--- config.mk ---
export PLATFORM = sky130hd
export DESIGN_NAME = sadc_ctrl
export DESIGN_NICKNAME = d
export VERILOG_FILES = /design/src/common/sadc_pkg.sv /design/src/rtl/sadc_ctrl.sv
export VERILOG_INCLUDE_DIRS = /design/src /design/src/common
export SDC_FILE = /design/constraint.sdc
export NUM_CORES = 1
export LEC_CHECK = 0
export BUFFER_PORTS_ARGS = -buffer_cell sky130_fd_sc_hd__buf_2
export CORE_ASPECT_RATIO = 1.5
export CORE_MARGIN = 1
export CORE_UTILIZATION = 55
export CTS_BUF_LIST = sky130_fd_sc_hd__clkbuf_4 sky130_fd_sc_hd__clkbuf_8
export CTS_CLUSTER_DIAMETER = 100
export DETAILED_ROUTE_END_ITERATION = 10
export GPL_TIMING_DRIVEN = 1
export PLACE_DENSITY = 0.77
export SLEW_MARGIN = 10
export SYNTH_ARGS = -nofsm -noshare
export SYNTH_HDL_FRONTEND = slang
export SYNTH_SLANG_ARGS = --single-unit
--- constraint.sdc ---
create_clock -name i_clk -period 2.35 [get_ports i_clk]
set_input_delay 0.3525 -clock i_clk [delete_from_list [all_inputs] [get_ports i_clk]]
set_output_delay 0.3525 -clock i_clk [all_outputs]
set_load 0.05 [all_outputs]
--- src/common/sadc_cfg.svh ---
// Constants of the successive-approximation converter control block.
//
// Behaviour
// [RULE_01] Host supplies a free-running conversion clock, 200kHz to 3.2MHz, phases at least 150ns.
// [RULE_02] Conversion starts on start strobe falling with select low and valid address.
// [RULE_03] Converting state entered on first conversion-clock rise after the start strobe falls.
// [RULE_04] One bit per conversion cycle, MSB fixed in cycle 1, LSB in 12.
// [RULE_05] Busy flag goes low after a trigger and stays low throughout conversion.
// [RULE_06] Busy flag rises only when done; result is valid from that edge.
// [RULE_07] Result appears as a 12-bit word on the data lines, MSB to LSB.
// [RULE_08] Result is straight binary, zero gives 000, reference gives FFF.
// [RULE_09] After busy rises, select and read strobe low enable the output drivers.
// [RULE_10] Read strobe rising with select low and address zero high enters power-down.
// [RULE_11] In power-down, read strobe rising with address zero low wakes the device.
// [RULE_12] Power-down switches off analog and digital activity until a valid wake-up.
// [RULE_13] Host should read the result right after every conversion.
// [RULE_14] Select and start strobe both low put the data outputs in high impedance.
// [RULE_15] Address lines latch on read or start strobe rising edge.
// [RULE_16] A full conversion period takes 16 conversion-clock cycles; the code counts no period and a conversion ends after 12 decisions.
// [RULE_17] Last result is held unchanged until the next conversion completes.
// [RULE_18] Start requests while busy is low are ignored.
`ifndef SADC_CFG_SVH
`define SADC_CFG_SVH
`define SADC_RES_BITS 12
`define SADC_LAST_BIT 4'hB
`define SADC_CYC_PER_SAMPLE 16
`define SADC_MSB_MASK 12'h800
`define SADC_RESULT_RST 12'h000
`define SADC_CLK_PERIOD_NS 4
`define SADC_CONV_PHASE_NS 150
`define SADC_CONV_PHASE_CYC ((`SADC_CONV_PHASE_NS + `SADC_CLK_PERIOD_NS - 1) / `SADC_CLK_PERIOD_NS)
`endif

--- src/common/sadc_pkg.sv ---
// Types shared by the converter control block.
package sadc_pkg;
    // Control states, one-hot.
    typedef enum logic [3:0] {
        SADC_IDLE  = 4'h1,
        SADC_WAIT  = 4'h2,
        SADC_CONV  = 4'h4,
        SADC_PDOWN = 4'h8
    } sadc_state_e;

    // Host pins and comparator as one bundle.
    typedef struct packed {
        logic conv_clk;
        logic cs_n;
        logic wr_n;
        logic rd_n;
        logic chan_addr_low;
        logic chan_addr_high;
        logic cmp_hi;
    } sadc_pins_s;

    // Whole state of the control block.
    typedef struct packed {
        sadc_pins_s  s1;
        sadc_pins_s  s2;
        sadc_pins_s  s3;
        sadc_state_e state;
        logic [3:0]  bit_idx;
        logic [11:0] trial;
        logic [11:0] result;
        logic [1:0]  chan;
        logic        busy_n;
    } sadc_st_s;
endpackage : sadc_pkg

--- src/rtl/sadc_ctrl.sv ---
// Control logic of the four-channel successive-approximation converter.
`include "sadc_cfg.svh"

module sadc_ctrl
    import sadc_pkg::*;
(
    // Clock, enable and reset.
    input wire logic i_clk,
    input wire logic i_ce,
    input wire logic i_sys_rst,
    // Host parallel port pins.
    input wire logic i_conv_clk,
    input wire logic i_cs_n,
    input wire logic i_wr_n,
    input wire logic i_rd_n,
    input wire logic i_chan_addr_low,
    input wire logic i_chan_addr_high,
    // Comparator answer for the current trial code.
    input wire logic i_cmp_hi,
    // Host-facing outputs.
    output logic o_busy_n,
    output logic [11:0] o_result_bus,
    output logic o_result_oe,
    // Analog front-end control.
    output logic [11:0] o_dac_code,
    output logic [1:0] o_chan_sel,
    output logic o_sample,
    output logic o_power_down
);

    // Mask of the bit decided in a given conversion cycle, MSB first.
    function automatic logic [11:0] sadc_bit_mask(input logic [3:0] idx);
        sadc_bit_mask = `SADC_MSB_MASK >> idx;
    endfunction : sadc_bit_mask

    sadc_st_s st_r;
    sadc_st_s st_nxt;
    sadc_pins_s pin_now;
    logic clk_rise;
    logic clk_fall;
    logic wr_fall;
    logic wr_rise;
    logic rd_rise;
    logic start_ok;

    // Bundle the pins for the synchroniser.
    assign pin_now = '{conv_clk: i_conv_clk, cs_n: i_cs_n, wr_n: i_wr_n, rd_n: i_rd_n,
                       chan_addr_low: i_chan_addr_low, chan_addr_high: i_chan_addr_high,
                       cmp_hi: i_cmp_hi};

    // Edges are taken from the second and third stages only; the first stage is metastable-prone.
    assign clk_rise = st_r.s2.conv_clk & ~st_r.s3.conv_clk;
    assign clk_fall = ~st_r.s2.conv_clk & st_r.s3.conv_clk;
    assign wr_fall = ~st_r.s2.wr_n & st_r.s3.wr_n;
    assign wr_rise = st_r.s2.wr_n & ~st_r.s3.wr_n;
    assign rd_rise = st_r.s2.rd_n & ~st_r.s3.rd_n;
    // A start counts only from idle with select low, so a busy converter ignores it.
    assign start_ok = wr_fall & ~st_r.s2.cs_n & (st_r.state == SADC_IDLE); // RULE_02 RULE_18

    // Next-state logic.
    always_comb begin
        st_nxt = st_r;
        st_nxt.s1 = pin_now;
        st_nxt.s2 = st_r.s1;
        st_nxt.s3 = st_r.s2;
        // Channel address is caught on either strobe's rising edge, but not while asleep.
        if ((rd_rise | wr_rise) && st_r.state != SADC_PDOWN) begin
            st_nxt.chan = {st_r.s2.chan_addr_high, st_r.s2.chan_addr_low}; // RULE_15
        end
        case (st_r.state)
            SADC_IDLE: begin
                if (start_ok) begin
                    st_nxt.busy_n = 1'b0; // RULE_05
                    st_nxt.chan = {st_r.s2.chan_addr_high, st_r.s2.chan_addr_low};
                    st_nxt.state = SADC_WAIT;
                end else if (rd_rise && !st_r.s2.cs_n && st_r.s2.chan_addr_low) begin
                    st_nxt.state = SADC_PDOWN; // RULE_10
                end
            end
            SADC_WAIT: begin
                // The first conversion-clock rise opens cycle 1 with the MSB on trial.
                if (clk_rise) begin
                    st_nxt.state = SADC_CONV; // RULE_03
                    st_nxt.bit_idx = 4'h0;
                    st_nxt.trial = `SADC_MSB_MASK;
                end
            end
            SADC_CONV: begin
                // Each falling edge fixes the bit on trial; each rising edge opens the next.
                if (clk_fall) begin
                    if (!st_r.s2.cmp_hi) begin
                        st_nxt.trial = st_r.trial & ~sadc_bit_mask(st_r.bit_idx); // RULE_04
                    end else begin
                        st_nxt.trial = st_r.trial;
                    end
                    if (st_r.bit_idx == `SADC_LAST_BIT) begin
                        // Straight binary: the decided trial word is the result as is.
                        st_nxt.result = st_nxt.trial; // RULE_08 RULE_17
                        st_nxt.busy_n = 1'b1; // RULE_06
                        st_nxt.state = SADC_IDLE;
                    end
                end else if (clk_rise) begin
                    st_nxt.bit_idx = st_r.bit_idx + 4'h1;
                    st_nxt.trial = st_r.trial | sadc_bit_mask(st_r.bit_idx + 4'h1); // RULE_04
                end
            end
            SADC_PDOWN: begin
                // Everything stays off until the read strobe rises with address zero low.
                st_nxt.trial = `SADC_RESULT_RST; // RULE_12
                if (rd_rise && !st_r.s2.chan_addr_low) begin
                    st_nxt.state = SADC_IDLE; // RULE_11
                end
            end
            default: begin
                st_nxt.state = SADC_IDLE;
                st_nxt.busy_n = 1'b1;
            end
        endcase
    end

    // State register; the clock enable freezes everything including the synchroniser.
    always_ff @(posedge i_clk) begin
        if (i_sys_rst) begin
            st_r <= '{s1: '1, s2: '1, s3: '1, state: SADC_IDLE, bit_idx: 4'h0,
                      trial: `SADC_RESULT_RST, result: `SADC_RESULT_RST, chan: 2'h0, busy_n: 1'b1};
        end else if (i_ce) begin
            st_r <= st_nxt;
        end
    end

    // Outputs. The data word comes straight from the result flops, MSB on bit 11.
    assign o_busy_n = st_r.busy_n;
    assign o_result_bus = st_r.result; // RULE_07
    // Drivers on only for a read after completion, never during a start or asleep.
    assign o_result_oe = st_r.busy_n & ~st_r.s2.cs_n & ~st_r.s2.rd_n & st_r.s2.wr_n
                         & (st_r.state == SADC_IDLE); // RULE_09 RULE_14
    assign o_dac_code = st_r.trial;
    assign o_chan_sel = st_r.chan;
    // Sampling runs between conversions; a conversion is twelve decisions and no 16-cycle period is counted.
    assign o_sample = (st_r.state == SADC_IDLE) | (st_r.state == SADC_WAIT); // RULE_16
    assign o_power_down = (st_r.state == SADC_PDOWN); // RULE_12
endmodule : sadc_ctrl

==> results.json <==
{
  "status": "completed",
  "slew_viol_final": 0,
  "drt-initial-drc-count": 56,
  "antenna_found_initial": 0,
  "fin_tns_setup_ns": 0,
  "routed-via-count": 2183,
  "synth_top_family_by_area": "simple AND/OR/NAND/NOR gates",
  "syn_avg_cell_area_sq_um": 8.35,
  "postCtsHoldBufs": 0,
  "finalHoldViolCount": 0,
  "cts_tree": "built",
  "synth_nets": 337,
  "critPathSlowestCell": "or4b_2",
  "relSlewSlack": 0.651,
  "gp_congestion": 0.825,
  "clk_pin_slew_ns": 0.09,
  "hpwl_um": 4000,
  "die-height_um": 87.4,
  "synth_edf_count": 0,
  "period_share": 0.953,
  "nFillCells": 441,
  "drc_errors": 0,
  "synth_area_leader_cell": "dfxtp_1",
  "grt_pass1_wl_um": 8800,
  "layout.nets": 351,
  "die_area_sq_um": 5150,
  "ys_seq_area_frac": 0.390,
  "gr-usage-all-layers": 0.226,
  "clk_latency_ns": 0.31,
  "drt_first_pass_iters": 4,
  "multi_input_area_sq_um": 1320,
  "dp.cells": 391,
  "syn_inst": 320,
  "cp_data_required_time_ns": 2.00,
  "max_freq_ghz": 0.446,
  "hp-class": "input pin to flip-flop",
  "cts_setup_buffers": 0,
  "crit_path_start_kind": "flip-flop",
  "rsz0062_at_grt": "no",
  "synthAdderAreaFrac": 0.0328,
  "synth_area_sq_um": 2670,
  "ys_async_sr_fraction": 0,
  "cellPowerDensity_nw_per_um2": 542,
  "cts_max_path_buffers": 2,
  "cap_violations": 0,
  "ir_drop_v": 0.000488,
  "ioPinCount": 40,
  "clock-sinks": 52,
  "synthSimpleGateAreaFrac": 0.204,
  "seqCellArea_sq_um": 1040,
  "path_buf_inv": 1,
  "cp_cell_sequence": "or4b_2 -> nor2_1 -> buf_2",
  "max_slew.worst_pin.slew_ns": 0.518,
  "netlist.area_leader.share": 0.390,
  "cp-end-kind": "output pin",
  "fin_worst_skew_ns": 0.00882,
  "via_per_inst": 5.48,
  "ant_nets": 0,
  "fp.coreArea_sq_um": 4580,
  "grt_max_degree": 29,
  "synth_warnings": 0,
  "post_cts_resized": 0,
  "port_buffers": 39,
  "finalNonFillerCells": 398,
  "synth-xor-area-share": 0.00655,
  "synth_compound_area_frac": 0.175,
  "cts_inserted_buffers": 5,
  "setup_viol": 0,
  "criticalPathCategory": "flip-flop to output pin",
  "ys.flop_type": "dfxtp_1",
  "drt_wl_total_um": 5390,
  "layout-drive-gt1-share": 0.231,
  "antenna_cells": 0,
  "power_mw": 1.55,
  "routedWlPerCell_um": 13.5,
  "cts-root-buf": "clkbuf_8",
  "die_w_um": 58.9,
  "area_growth_pct": 7.07,
  "critical-path-max-stage-delay_ns": 0.79,
  "grt_pass1_vias": 1956,
  "htreeDepth": 2,
  "ys_top_cells_by_area": "dfxtp_1 39%, buf_4 7.3%, a21oi_1 6.7%",
  "gr-total-overflow": 0,
  "yosys-mux-area-fraction": 0.0716,
  "ys_ff_latch": 52,
  "start_util": 0.584,
  "leakage_nw": 1.19,
  "crit_family": "simple AND/OR/NAND/NOR gates",
  "synthDistinctLibCells": 44,
  "rows": 30,
  "arrival_ns": 1.89,
  "post-route-min-period_ns": 2.24,
  "worst-path-max-fanout": 8
}
==> sequential cells by signal (all words and copies together) (netlist names) <==
| signal | flops |
|---|---|
| st_nxt | 14 |
| o_busy_n | 1 |
| st_r | 11 |
| o_chan_sel | 2 |
| o_dac_code | 12 |
| o_result_bus | 12 |
==> cells by family (layout without fill, tap and decap cells) <==
family / after synthesis / count (layout)
buf+inv: 59 / 73
fa+ha+maj: 7 / 7
xor+xnor: 2 / 2
mux: 19 / 19
compound gates: 80 / 80
flops: 52 / 52
simple gates: 101 / 101
==> worst min-delay path, cell delays in order <==
cell and delay (ns):
buf_2 0.07, mux2i_1 0.05, nand2_1 0.05
==> layout by cell type, fill, tap and decap left out, types with 5 or more instances in the layout <==
cell type	count
inv_1	16
nor2_1	17
nand2_1	35
a21oi_1	36
buf_2	39
nand2b_1	5
clkbuf_8	5
o21ai_0	22
nor3_1	6
ha_1	7
or2_2	11
mux2i_1	18
buf_4	10
dfxtp_1	51
==> area by class of cell <==
class                   count  area share
clock inverters             1     0.00175
clock buffers               6      0.0267
repair buffers             49      0.0944
flip-flops and latches     52       0.364
inverters                  17      0.0223
well taps                  64      0.0280
multi-input cells         209       0.463
==> power by group <==
part	switching (mW)	internal [mW]	leakage, nW
Combinational	0.0898	0.0534	0.723
Sequential	0.0200	0.900	0.421
Clock	0.272	0.215	0.0445
Total	0.382	1.17	1.19
==> per-stage QoR <==
step	hold slack, ns	area [sq um]	setup slack (ns)	util
2_1_floorplan	0.432	2690	0.139	-
3_3_place_gp	0.435	2780	0.271	0.607
3_5_place_dp	0.442	2780	0.192	0.607
4_1_cts	0.249	2860	0.0790	0.625
5_1_grt	0.246	2860	0.0452	0.625
6_report	0.253	2860	0.109	0.625
==> path summary, 6_finish.rpt <==
kind                                startpoint                      endpoint  slack (ns)  cells after the start
setup / recovery         st_r[32]$_SDFFE_PP0P_                   o_result_oe        0.11                      3
hold reg to reg   o_result_bus[1]$_SDFFE_PP0P_  o_result_bus[1]$_SDFFE_PP0P_        0.45                      2
setup reg to reg         st_r[41]$_SDFFE_PP1P_   o_dac_code[11]$_SDFFE_PP0P_        0.17                      7
hold / removal                          i_rd_n       st_nxt[45]$_SDFFE_PP1P_        0.25                      3
==> metal layers <==
layer | track usage | up-vias | wire length, um
met5 | 0 | - | 0
met4 | 0.175 | 0 | 240
met3 | 0.0475 | 21 | 217
met2 | 0.389 | 71 | 2740
met1 | 0.233 | 982 | 2190
li1 | - | 1109 | -
==> synth_stat cells, types with 2 or more instances <==
cell type,instances
a211o_1,3
a211oi_1,2
a21oi_1,36
a31oi_1,4
and2_1,2
buf_2,2
buf_4,26
clkbuf_1,12
dfxtp_1,52
ha_1,7
inv_1,16
mux2i_1,18
nand2_1,35
nand2b_1,5
nand3_1,2
nor2_1,17
nor2b_1,2
nor3_1,6
nor3b_1,3
nor4b_1,2
o211ai_1,3
o21ai_0,22
o21ai_2,2
o221ai_1,4
or2_2,11
or3_1,2
or3b_1,2
or3b_2,3
or4b_1,2
or4b_2,2
xnor2_1,2
Power figures use the tool's default switching activity.
